--- src/rtl/sfq_pkg.sv ---
/*
  Package for the serial port FIFO status and interrupt block: register
  indices and byte addresses, field positions, reset values, the register
  select enumeration and the character carrier struct.
  Assumes a 32-bit AHB-Lite register bus with one aligned word per register.
*/
package sfq_pkg;

  // Register indices; byte address is four times the index
  localparam logic [15:0] TX_CTRL_IDX = 16'h705A;
  localparam logic [15:0] RX_CTRL_IDX = 16'h705B;
  localparam logic [15:0] RX_DATA_IDX = 16'h7057;
  localparam logic [15:0] TX_DATA_IDX = 16'h7059;
  localparam logic [15:0] IRQ_STAT_IDX = 16'h7060;
  localparam logic [15:0] IRQ_MASK_IDX = 16'h7061;
  localparam logic [31:0] TX_CTRL_ADDR = {14'h0000, TX_CTRL_IDX, 2'b00};
  localparam logic [31:0] RX_CTRL_ADDR = {14'h0000, RX_CTRL_IDX, 2'b00};
  localparam logic [31:0] RX_DATA_ADDR = {14'h0000, RX_DATA_IDX, 2'b00};
  localparam logic [31:0] TX_DATA_ADDR = {14'h0000, TX_DATA_IDX, 2'b00};
  localparam logic [31:0] IRQ_STAT_ADDR = {14'h0000, IRQ_STAT_IDX, 2'b00};
  localparam logic [31:0] IRQ_MASK_ADDR = {14'h0000, IRQ_MASK_IDX, 2'b00};

  // Control register fields; port reset and FIFO enable are transmit only, overflow is receive only
  localparam int unsigned PORT_RST_BIT = 15;
  localparam int unsigned FIFO_ENA_BIT = 14;
  localparam int unsigned OVF_FLAG_BIT = 15;
  localparam int unsigned OVF_CLR_BIT = 14;
  localparam int unsigned PTR_RST_BIT = 13;
  localparam int unsigned COUNT_LSB = 8;
  localparam int unsigned IRQ_FLAG_BIT = 7;
  localparam int unsigned IRQ_CLR_BIT = 6;
  localparam int unsigned IRQ_ENA_BIT = 5;
  localparam int unsigned THR_LSB = 0;

  // Interrupt status and mask layout
  localparam int unsigned IRQ_TX_BIT = 0;
  localparam int unsigned IRQ_RX_BIT = 1;

  // Geometry
  localparam int unsigned DEPTH = 16;
  localparam int unsigned PTR_W = 4;
  localparam int unsigned CNT_W = 5;
  localparam int unsigned CHAR_W = 8;
  localparam logic [4:0] CNT_FULL = 5'h10;

  // Reset values
  localparam logic [4:0] TX_THR_RST = 5'h00;
  localparam logic [4:0] RX_THR_RST = 5'h1F;

  typedef enum logic [2:0] {
    REG_NONE = 3'b000,
    REG_TXCTL = 3'b001,
    REG_RXCTL = 3'b010,
    REG_TXDAT = 3'b011,
    REG_RXDAT = 3'b100,
    REG_ISTAT = 3'b101,
    REG_IMASK = 3'b110
  } sfq_reg_e;

  typedef struct packed {
    logic valid;
    logic [7:0] data;
  } sfq_char_s;

endpackage

--- src/rtl/sfq_top.sv ---
/*
  Transmit and receive FIFOs of an asynchronous serial port with their
  fill counts, level interrupts, receive overflow flag, pointer resets
  and an AHB-Lite register slave.
  Assumes the shift logic is synchronous to clk_i; the bus is single-slave.
*/
// The AHB-Lite slave port was chosen for this implementation.
`timescale 1ns/1ns

module sfq_fifo #(
  parameter bit OVERWRITE = 1'b0
) (
  input wire logic clk_i,
  input wire logic sys_rst_i,
  input wire logic flush_i,
  input wire logic push_i,
  input wire logic [7:0] data_i,
  input wire logic pop_i,
  output logic [7:0] data_o,
  output logic [4:0] count_o,
  output logic drop_o
);
  logic [7:0] mem [sfq_pkg::DEPTH];
  logic [3:0] rd_ptr;
  logic [3:0] wr_ptr;
  logic full;
  logic do_pop;
  logic do_push;

  assign full = (count_o == sfq_pkg::CNT_FULL);
  assign do_pop = pop_i && (count_o != 5'h00);
  assign do_push = push_i && (!full || OVERWRITE || do_pop);
  assign drop_o = push_i && full && !do_pop && OVERWRITE && !flush_i;
  assign data_o = mem[rd_ptr];

  always_ff @(posedge clk_i or posedge sys_rst_i) begin
    if (sys_rst_i) begin
      rd_ptr <= 4'h0;
      wr_ptr <= 4'h0;
      count_o <= 5'h00;
    end else if (flush_i) begin
      rd_ptr <= 4'h0;
      wr_ptr <= 4'h0;
      count_o <= 5'h00;
    end else begin
      if (do_push) begin
        wr_ptr <= wr_ptr + 4'h1;
      end
      if (do_pop || drop_o) begin
        rd_ptr <= rd_ptr + 4'h1;
      end
      if (do_push && !(do_pop || drop_o)) begin
        count_o <= count_o + 5'h01;
      end else if (!do_push && do_pop) begin
        count_o <= count_o - 5'h01;
      end
    end
  end

  always_ff @(posedge clk_i or posedge sys_rst_i) begin
    if (sys_rst_i) begin
      for (int i = 0; i < sfq_pkg::DEPTH; i++) begin
        mem[i] <= 8'h00;
      end
    end else if (do_push && !flush_i) begin
      mem[wr_ptr] <= data_i;
    end
  end

  a_count_bound: assert property (@(posedge clk_i) disable iff (sys_rst_i)
    count_o <= sfq_pkg::CNT_FULL)
    else $error("fifo count above sixteen");
  a_flush_hold: assert property (@(posedge clk_i) disable iff (sys_rst_i)
    flush_i |=> (count_o == 5'h00))
    else $error("fifo count not held at zero during pointer reset");
  a_full_ignore: assert property (@(posedge clk_i) disable iff (sys_rst_i)
    (full && push_i && !pop_i && !flush_i) |=> (count_o == sfq_pkg::CNT_FULL) && $stable(wr_ptr) == !OVERWRITE)
    else $error("push into full fifo handled wrongly");

endmodule // sfq_fifo

module sfq_top (
  input wire logic clk_i,
  input wire logic sys_rst_i,
  input wire logic hsel_i,
  input wire logic [31:0] haddr_i,
  input wire logic [1:0] htrans_i,
  input wire logic hwrite_i,
  input wire logic [2:0] hsize_i,
  input wire logic [31:0] hwdata_i,
  input wire logic hready_i,
  output logic [31:0] hrdata_o,
  output logic hreadyout_o,
  output logic hresp_o,
  output sfq_pkg::sfq_char_s tx_char_o,
  input wire logic tx_ready_i,
  input wire sfq_pkg::sfq_char_s rx_char_i,
  output logic irq_o
);
  sfq_pkg::sfq_reg_e dp_reg;
  sfq_pkg::sfq_reg_e next_reg;
  logic dp_write;
  logic port_rst;
  logic fifo_ena;
  logic tx_ptr_run;
  logic rx_ptr_run;
  logic tx_en;
  logic rx_en;
  logic [4:0] tx_thr;
  logic [4:0] rx_thr;
  logic tx_flag;
  logic rx_flag;
  logic ovf_flag;
  logic [7:0] rx_last;
  logic [7:0] tx_head;
  logic [7:0] rx_head;
  logic [4:0] tx_count;
  logic [4:0] rx_count;
  logic rx_drop;
  logic wr_txctl;
  logic wr_rxctl;
  logic wr_istat;
  logic wr_imask;
  logic tx_push;
  logic tx_pop;
  logic rx_pop;
  logic tx_match;
  logic rx_match;

  // Address phase decode, captured for the data phase
  always_comb begin
    next_reg = sfq_pkg::REG_NONE;
    unique case (haddr_i)
      sfq_pkg::TX_CTRL_ADDR: next_reg = sfq_pkg::REG_TXCTL;
      sfq_pkg::RX_CTRL_ADDR: next_reg = sfq_pkg::REG_RXCTL;
      sfq_pkg::TX_DATA_ADDR: next_reg = sfq_pkg::REG_TXDAT;
      sfq_pkg::RX_DATA_ADDR: next_reg = sfq_pkg::REG_RXDAT;
      sfq_pkg::IRQ_STAT_ADDR: next_reg = sfq_pkg::REG_ISTAT;
      sfq_pkg::IRQ_MASK_ADDR: next_reg = sfq_pkg::REG_IMASK;
      default: next_reg = sfq_pkg::REG_NONE;
    endcase
  end

  always_ff @(posedge clk_i or posedge sys_rst_i) begin
    if (sys_rst_i) begin
      dp_reg <= sfq_pkg::REG_NONE;
      dp_write <= 1'b0;
    end else if (hready_i) begin
      if (hsel_i && htrans_i[1]) begin
        dp_reg <= next_reg;
        dp_write <= hwrite_i;
      end else begin
        dp_reg <= sfq_pkg::REG_NONE;
        dp_write <= 1'b0;
      end
    end
  end

  assign hreadyout_o = 1'b1;
  assign hresp_o = 1'b0;

  assign wr_txctl = dp_write && (dp_reg == sfq_pkg::REG_TXCTL);
  assign wr_rxctl = dp_write && (dp_reg == sfq_pkg::REG_RXCTL);
  assign wr_istat = dp_write && (dp_reg == sfq_pkg::REG_ISTAT);
  assign wr_imask = dp_write && (dp_reg == sfq_pkg::REG_IMASK);
  assign tx_push = dp_write && (dp_reg == sfq_pkg::REG_TXDAT);
  assign rx_pop = !dp_write && (dp_reg == sfq_pkg::REG_RXDAT);
  assign tx_pop = tx_ready_i && tx_char_o.valid;

  sfq_fifo #(
    .OVERWRITE(1'b0)
  ) u_tx_fifo (
    .clk_i(clk_i),
    .sys_rst_i(sys_rst_i),
    .flush_i(!tx_ptr_run),
    .push_i(tx_push),
    .data_i(hwdata_i[7:0]),
    .pop_i(tx_pop),
    .data_o(tx_head),
    .count_o(tx_count),
    .drop_o()
  );

  sfq_fifo #(
    .OVERWRITE(1'b1)
  ) u_rx_fifo (
    .clk_i(clk_i),
    .sys_rst_i(sys_rst_i),
    .flush_i(!rx_ptr_run),
    .push_i(rx_char_i.valid),
    .data_i(rx_char_i.data),
    .pop_i(rx_pop),
    .data_o(rx_head),
    .count_o(rx_count),
    .drop_o(rx_drop)
  );

  assign tx_char_o.valid = (tx_count != 5'h00);
  assign tx_char_o.data = tx_head;

  // Control fields; port reset and FIFO enable are kept for software only
  always_ff @(posedge clk_i or posedge sys_rst_i) begin
    if (sys_rst_i) begin
      port_rst <= 1'b1;
      fifo_ena <= 1'b0;
      tx_ptr_run <= 1'b1;
      tx_thr <= sfq_pkg::TX_THR_RST;
    end else if (wr_txctl) begin
      port_rst <= hwdata_i[sfq_pkg::PORT_RST_BIT];
      fifo_ena <= hwdata_i[sfq_pkg::FIFO_ENA_BIT];
      tx_ptr_run <= hwdata_i[sfq_pkg::PTR_RST_BIT];
      tx_thr <= hwdata_i[sfq_pkg::THR_LSB +: sfq_pkg::CNT_W];
    end
  end

  always_ff @(posedge clk_i or posedge sys_rst_i) begin
    if (sys_rst_i) begin
      rx_ptr_run <= 1'b1;
      rx_thr <= sfq_pkg::RX_THR_RST;
    end else if (wr_rxctl) begin
      rx_ptr_run <= hwdata_i[sfq_pkg::PTR_RST_BIT];
      rx_thr <= hwdata_i[sfq_pkg::THR_LSB +: sfq_pkg::CNT_W];
    end
  end

  // Enables reachable through the control registers and the mask register
  always_ff @(posedge clk_i or posedge sys_rst_i) begin
    if (sys_rst_i) begin
      tx_en <= 1'b0;
      rx_en <= 1'b0;
    end else begin
      if (wr_txctl) begin
        tx_en <= hwdata_i[sfq_pkg::IRQ_ENA_BIT];
      end else if (wr_imask) begin
        tx_en <= hwdata_i[sfq_pkg::IRQ_TX_BIT];
      end
      if (wr_rxctl) begin
        rx_en <= hwdata_i[sfq_pkg::IRQ_ENA_BIT];
      end else if (wr_imask) begin
        rx_en <= hwdata_i[sfq_pkg::IRQ_RX_BIT];
      end
    end
  end

  assign tx_match = (tx_count <= tx_thr);
  assign rx_match = (rx_count >= rx_thr);

  // Sticky flags; a level match in the clearing cycle keeps the flag set
  always_ff @(posedge clk_i or posedge sys_rst_i) begin
    if (sys_rst_i) begin
      tx_flag <= 1'b0;
      rx_flag <= 1'b0;
      ovf_flag <= 1'b0;
    end else begin
      if (tx_match) begin
        tx_flag <= 1'b1;
      end else if ((wr_txctl && hwdata_i[sfq_pkg::IRQ_CLR_BIT]) ||
                   (wr_istat && hwdata_i[sfq_pkg::IRQ_TX_BIT])) begin
        tx_flag <= 1'b0;
      end
      if (rx_match) begin
        rx_flag <= 1'b1;
      end else if ((wr_rxctl && hwdata_i[sfq_pkg::IRQ_CLR_BIT]) ||
                   (wr_istat && hwdata_i[sfq_pkg::IRQ_RX_BIT])) begin
        rx_flag <= 1'b0;
      end
      if (rx_drop) begin
        ovf_flag <= 1'b1;
      end else if (wr_rxctl && hwdata_i[sfq_pkg::OVF_CLR_BIT]) begin
        ovf_flag <= 1'b0;
      end
    end
  end

  // Overflow is not part of the request
  assign irq_o = (tx_flag && tx_en) || (rx_flag && rx_en);

  // Last character handed to software, repeated when the FIFO is empty
  always_ff @(posedge clk_i or posedge sys_rst_i) begin
    if (sys_rst_i) begin
      rx_last <= 8'h00;
    end else if (rx_pop && (rx_count != 5'h00)) begin
      rx_last <= rx_head;
    end
  end

  // Read data; clear bits always read as zero
  always_comb begin
    hrdata_o = 32'h0000_0000;
    unique case (dp_reg)
      sfq_pkg::REG_TXCTL: begin
        hrdata_o[sfq_pkg::PORT_RST_BIT] = port_rst;
        hrdata_o[sfq_pkg::FIFO_ENA_BIT] = fifo_ena;
        hrdata_o[sfq_pkg::PTR_RST_BIT] = tx_ptr_run;
        hrdata_o[sfq_pkg::COUNT_LSB +: sfq_pkg::CNT_W] = tx_count;
        hrdata_o[sfq_pkg::IRQ_FLAG_BIT] = tx_flag;
        hrdata_o[sfq_pkg::IRQ_ENA_BIT] = tx_en;
        hrdata_o[sfq_pkg::THR_LSB +: sfq_pkg::CNT_W] = tx_thr;
      end
      sfq_pkg::REG_RXCTL: begin
        hrdata_o[sfq_pkg::OVF_FLAG_BIT] = ovf_flag;
        hrdata_o[sfq_pkg::PTR_RST_BIT] = rx_ptr_run;
        hrdata_o[sfq_pkg::COUNT_LSB +: sfq_pkg::CNT_W] = rx_count;
        hrdata_o[sfq_pkg::IRQ_FLAG_BIT] = rx_flag;
        hrdata_o[sfq_pkg::IRQ_ENA_BIT] = rx_en;
        hrdata_o[sfq_pkg::THR_LSB +: sfq_pkg::CNT_W] = rx_thr;
      end
      sfq_pkg::REG_RXDAT: begin
        hrdata_o[7:0] = (rx_count != 5'h00) ? rx_head : rx_last;
      end
      sfq_pkg::REG_ISTAT: begin
        hrdata_o[sfq_pkg::IRQ_TX_BIT] = tx_flag;
        hrdata_o[sfq_pkg::IRQ_RX_BIT] = rx_flag;
      end
      sfq_pkg::REG_IMASK: begin
        hrdata_o[sfq_pkg::IRQ_TX_BIT] = tx_en;
        hrdata_o[sfq_pkg::IRQ_RX_BIT] = rx_en;
      end
      sfq_pkg::REG_TXDAT, sfq_pkg::REG_NONE: begin
        hrdata_o = 32'h0000_0000;
      end
      default: hrdata_o = 32'h0000_0000;
    endcase
  end

  a_tx_flag_set: assert property (@(posedge clk_i) disable iff (sys_rst_i)
    tx_match |=> tx_flag)
    else $error("transmit flag missed a level match");
  a_rx_flag_set: assert property (@(posedge clk_i) disable iff (sys_rst_i)
    (rx_count >= rx_thr) |=> rx_flag)
    else $error("receive flag missed a level match");
  a_tx_flag_clear: assert property (@(posedge clk_i) disable iff (sys_rst_i)
    (wr_txctl && hwdata_i[sfq_pkg::IRQ_CLR_BIT] && !tx_match) |=> !tx_flag)
    else $error("transmit flag not cleared");
  a_ovf_set: assert property (@(posedge clk_i) disable iff (sys_rst_i)
    (rx_count == sfq_pkg::CNT_FULL && rx_char_i.valid && !rx_pop && rx_ptr_run) |=>
      ovf_flag && rx_count == sfq_pkg::CNT_FULL)
    else $error("overflow not flagged on seventeenth word");
  a_ovf_clear: assert property (@(posedge clk_i) disable iff (sys_rst_i)
    (wr_rxctl && hwdata_i[sfq_pkg::OVF_CLR_BIT] && !rx_drop) |=> !ovf_flag)
    else $error("overflow flag not cleared");
  a_ovf_no_irq: assert property (@(posedge clk_i) disable iff (sys_rst_i)
    irq_o |-> ((tx_flag && tx_en) || (rx_flag && rx_en)))
    else $error("interrupt raised without an enabled flag");
  a_irq_follows: assert property (@(posedge clk_i) disable iff (sys_rst_i)
    (rx_flag && rx_en) |-> irq_o)
    else $error("interrupt low with enabled receive flag");
  a_clr_reads_zero: assert property (@(posedge clk_i) disable iff (sys_rst_i)
    (dp_reg == sfq_pkg::REG_RXCTL) |->
      (hrdata_o[sfq_pkg::IRQ_CLR_BIT] == 1'b0 && hrdata_o[sfq_pkg::OVF_CLR_BIT] == 1'b0))
    else $error("clear bits read back nonzero");
  a_rx_hold_reset: assert property (@(posedge clk_i) disable iff (sys_rst_i)
    !rx_ptr_run |=> (rx_count == 5'h00))
    else $error("receive count not held at zero");

endmodule // sfq_top

--- config.mk ---
export PLATFORM = sky130hd
export DESIGN_NAME = sfq_top
export DESIGN_NICKNAME = d
export VERILOG_FILES = /design/src/rtl/sfq_pkg.sv /design/src/rtl/sfq_top.sv
export SDC_FILE = /design/constraint.sdc
export NUM_CORES = 1
export LEC_CHECK = 0
export ABC_AREA = 1
export BUFFER_PORTS_ARGS = -buffer_cell sky130_fd_sc_hd__buf_2
export CORE_MARGIN = 1.5
export CORE_UTILIZATION = 52
export DETAILED_ROUTE_END_ITERATION = 16
export PLACE_DENSITY = 0.78
export SYNTH_ARGS = -nofsm -noshare
export SYNTH_HDL_FRONTEND = slang
export SYNTH_SLANG_ARGS = --single-unit
--- constraint.sdc ---
create_clock -name clk_i -period 12.7 [get_ports clk_i]
set_input_delay 0.635 -clock clk_i [delete_from_list [all_inputs] [get_ports clk_i]]
set_output_delay 0.635 -clock clk_i [all_outputs]
set_load 0.02 [all_outputs]
==> out/qor.txt <==
status - completed
reg2reg setup slack - 9830 ps
final cell count without fillers - 2444
number of enable flip-flop cells after synthesis - 0
Sw Ratio - 33.1%
CTS Hold Bufs - 0
Switch Pwr - 965 µW
clock latency on the worst-skew pair - 560 ps
GRT Overall Usage - 25.6%
r2r startpoint - u_rx_fifo.count_o[3]$_DFFE_PP0P_
DRT Wirelength - 39.5 mm
post-CTS setup buffers - 0
Vias - 13779
Critical Path Fanout Max - 42
I/O Buffers - 84
clock sink count - 313
nets@finish - 2141
clock-pin slew on the worst setup and hold paths - 60 ps
layout cells sized above 1 - 8.03%
worst setup path start - u_tx_fifo.rd_ptr[1]$_DFFE_PP0P_
Initial Util - 53.0%
DRC Markers - 0
synth warn - 0
critical path arrival - 3340 ps
RSZ-0062 raised after global routing - false
FMAX - 252 MHz
CTS Buffer Depth - 3
Mapped Area - 15800 µm²
Seq cells post-synth - 313
DRT Pass-1 Iters - 7
maxcap violations - 0
Area growth syn-to-layout - 9.03%
critical path startpoint category - flip-flop
gpl congestion - 0.865
Worst Max-Slew Pin Slew - 997 ps
hpwl dp - 25.7 mm
initial antenna violation count - 0
synth cell count leaders - nand2_1 (555), o21ai_0 (346), dfrtp_1 (305)
Setup TNS - 0 ps
Area contributors post-synth - dfrtp_1 (48%), nand2_1 (13%), o21ai_0 (11%), nand3_1 (4.5%), inv_1 (4.1%)
cells after synthesis - 2019
reg2reg end - u_rx_fifo.count_o[4]$_DFFE_PP0P_
Post-synth top flop - dfrtp_1
Core ar. - 29800 µm²
pin count of the biggest net entering global routing - 172
Synth top area share - 48.3%
mean area per synthesized cell - 7.82 µm²
Power Total - 2910 µW
Distinct cells, synth - 37
slew margin rel. - 33.5%
worst r2r path cells - 12
row count - 63
part of the cycle the worst path needs - 31.3%
via/cell ratio - 5.64
P_int - 1950 µW
critical path capture point type - output port
Placed Instances - 2386
Synth area leader - dfrtp_1
Seq/Total Area, Yosys - 49.7%
logic gate share of total power - 23.7%
footprint of the multi-input gates - 6760 µm²
P_leak - 0.00853 µW
antenna diode count - 0
Die H - 177 µm
Slew Limit Fails - 0
# setup viols final - 0
FF/Latch Area - 7850 µm²
critical setup path kind - flip-flop to output port
gr ovfl total - 0
most frequent cell after synthesis - nand2_1
asr flop ratio synth - 100%
Clock power frac - 30.4%
Root Buffer - clkbuf_16
minimum clock period - 3980 ps
P per Cell Area - 169 nW/µm²
final hold vios - 0
total CTS buffers - 31
Die Area - 31400 µm²
Routed WL per cell - 16.2 µm
first-pass GRT wire length - 65.2 mm
skew final - 9.67 ps
worst hold path class - input port to asynchronous set/reset pin
# fillers - 2655
crit path capture - tx_char_o[0]
CTS tree - built
Peak VDD IR - 141 µV
largest registers - u_rx_fifo.mem (128), u_tx_fifo.mem (128), rx_last (8)
I/O pin cnt - 128
Die Width - 177 µm
Resized Gates After CTS - 0
vias in the first global route - 13275
CP Data Required Time - 12060 ps
Seq pwr share - 45.9%
post-route ant nets - 0
DR iter-0 viols - 1252
H-tree depth - 1
-- worst min path at each step --
stage / startpoint / endpoint
5_1_grt: hready_i / dp_write$_DFFE_PP0P_
4_1_cts: hwdata_i[15] / port_rst$_DFFE_PP1P_
3_3_place_gp: port_rst$_DFFE_PP1P_ / port_rst$_DFFE_PP1P_
3_5_place_dp: port_rst$_DFFE_PP1P_ / port_rst$_DFFE_PP1P_
2_1_floorplan: port_rst$_DFFE_PP1P_ / port_rst$_DFFE_PP1P_
6_report: sys_rst_i / u_tx_fifo.mem[117]$_DFFE_PP0P_
-- metal layers --
metal / GRT usage, % / vias to the layer above / share of wire, %
li1: - / 6565 / -
met1: 36.0 / 6555 / 44
met2: 40.8 / 565 / 45
met3: 3.31 / 94 / 7.6
met4: 9.35 / 0 / 3.1
met5: 0 / - / 0
-- kinds of logic (layout without fill, tap and decap cells) --
family	after synthesis	in the layout	synth area share (%)
XOR/XNOR	5	5	0.277
other	2	18	0.0475
adder cells (fa/ha/maj)	28	28	2.31
flip-flops	313	313	49.7
AO/OA/AOI/OAI	496	496	17.1
AND/OR/NAND/NOR	868	868	22.7
buffers and inverters	307	326	7.93
-- per-stage QoR --
step	cell area (µm²)	util (%)	hold slack [ps]	setup slack (ps)
CTS	17200	57.8	266	8790
global route	17200	57.8	288	8570
finish	17200	57.8	270	8720
detailed placement	16200	54.5	459	9410
floorplan	15900	-	444	3420
global placement	16200	54.5	460	9450
-- layout make-up --
type / count / area share [%]
clock inverters: 7 / 0.371
well taps: 390 / 2.83
multi-input cells: 1415 / 39.3
inverters: 178 / 3.92
clock buffers: 51 / 5.29
flip-flops and latches: 313 / 45.6
repair buffers: 90 / 2.78
-- power groups by stage --
stage	registers [µW]	logic, µW	clock network [µW]
after CTS	1330	690	896
after floorplan	1300	544	0
after detailed placement	1350	688	0
final	1340	690	885
after global routing	1360	800	933
after global placement	1340	656	0
-- critical path, stage by stage (launching register included) --
cell      delay (ps)
dfrtp_1          320
buf_4            430
clkinv_1         900
a21oi_1          390
o21ai_0          150
nand3_1          100
nand3_1          120
nand2_1          150
buf_2            180
-- placed cells by master, fill, tap and decap left out, types with 2 or more instances in the layout --
master     count
nand2_1      555
o21ai_0      346
dfrtp_1      303
inv_1        170
nand3_1      142
nor2_1       141
buf_2         84
a21oi_1       63
o21a_1        40
clkbuf_16     31
ha_1          26
o211ai_1      20
conb_1        18
clkbuf_1      14
o22ai_1       13
nor2_4        10
o221ai_1       9
nand4_1        8
dfstp_2        8
clkbuf_8       6
clkinv_2       5
buf_4          5
clkinv_1       4
xor2_1         4
inv_2          3
nand2_2        3
nor3_1         3
o311ai_0       2
fa_1           2
dfrtp_2        2
Note: power is estimated with default switching activity, not from simulation.
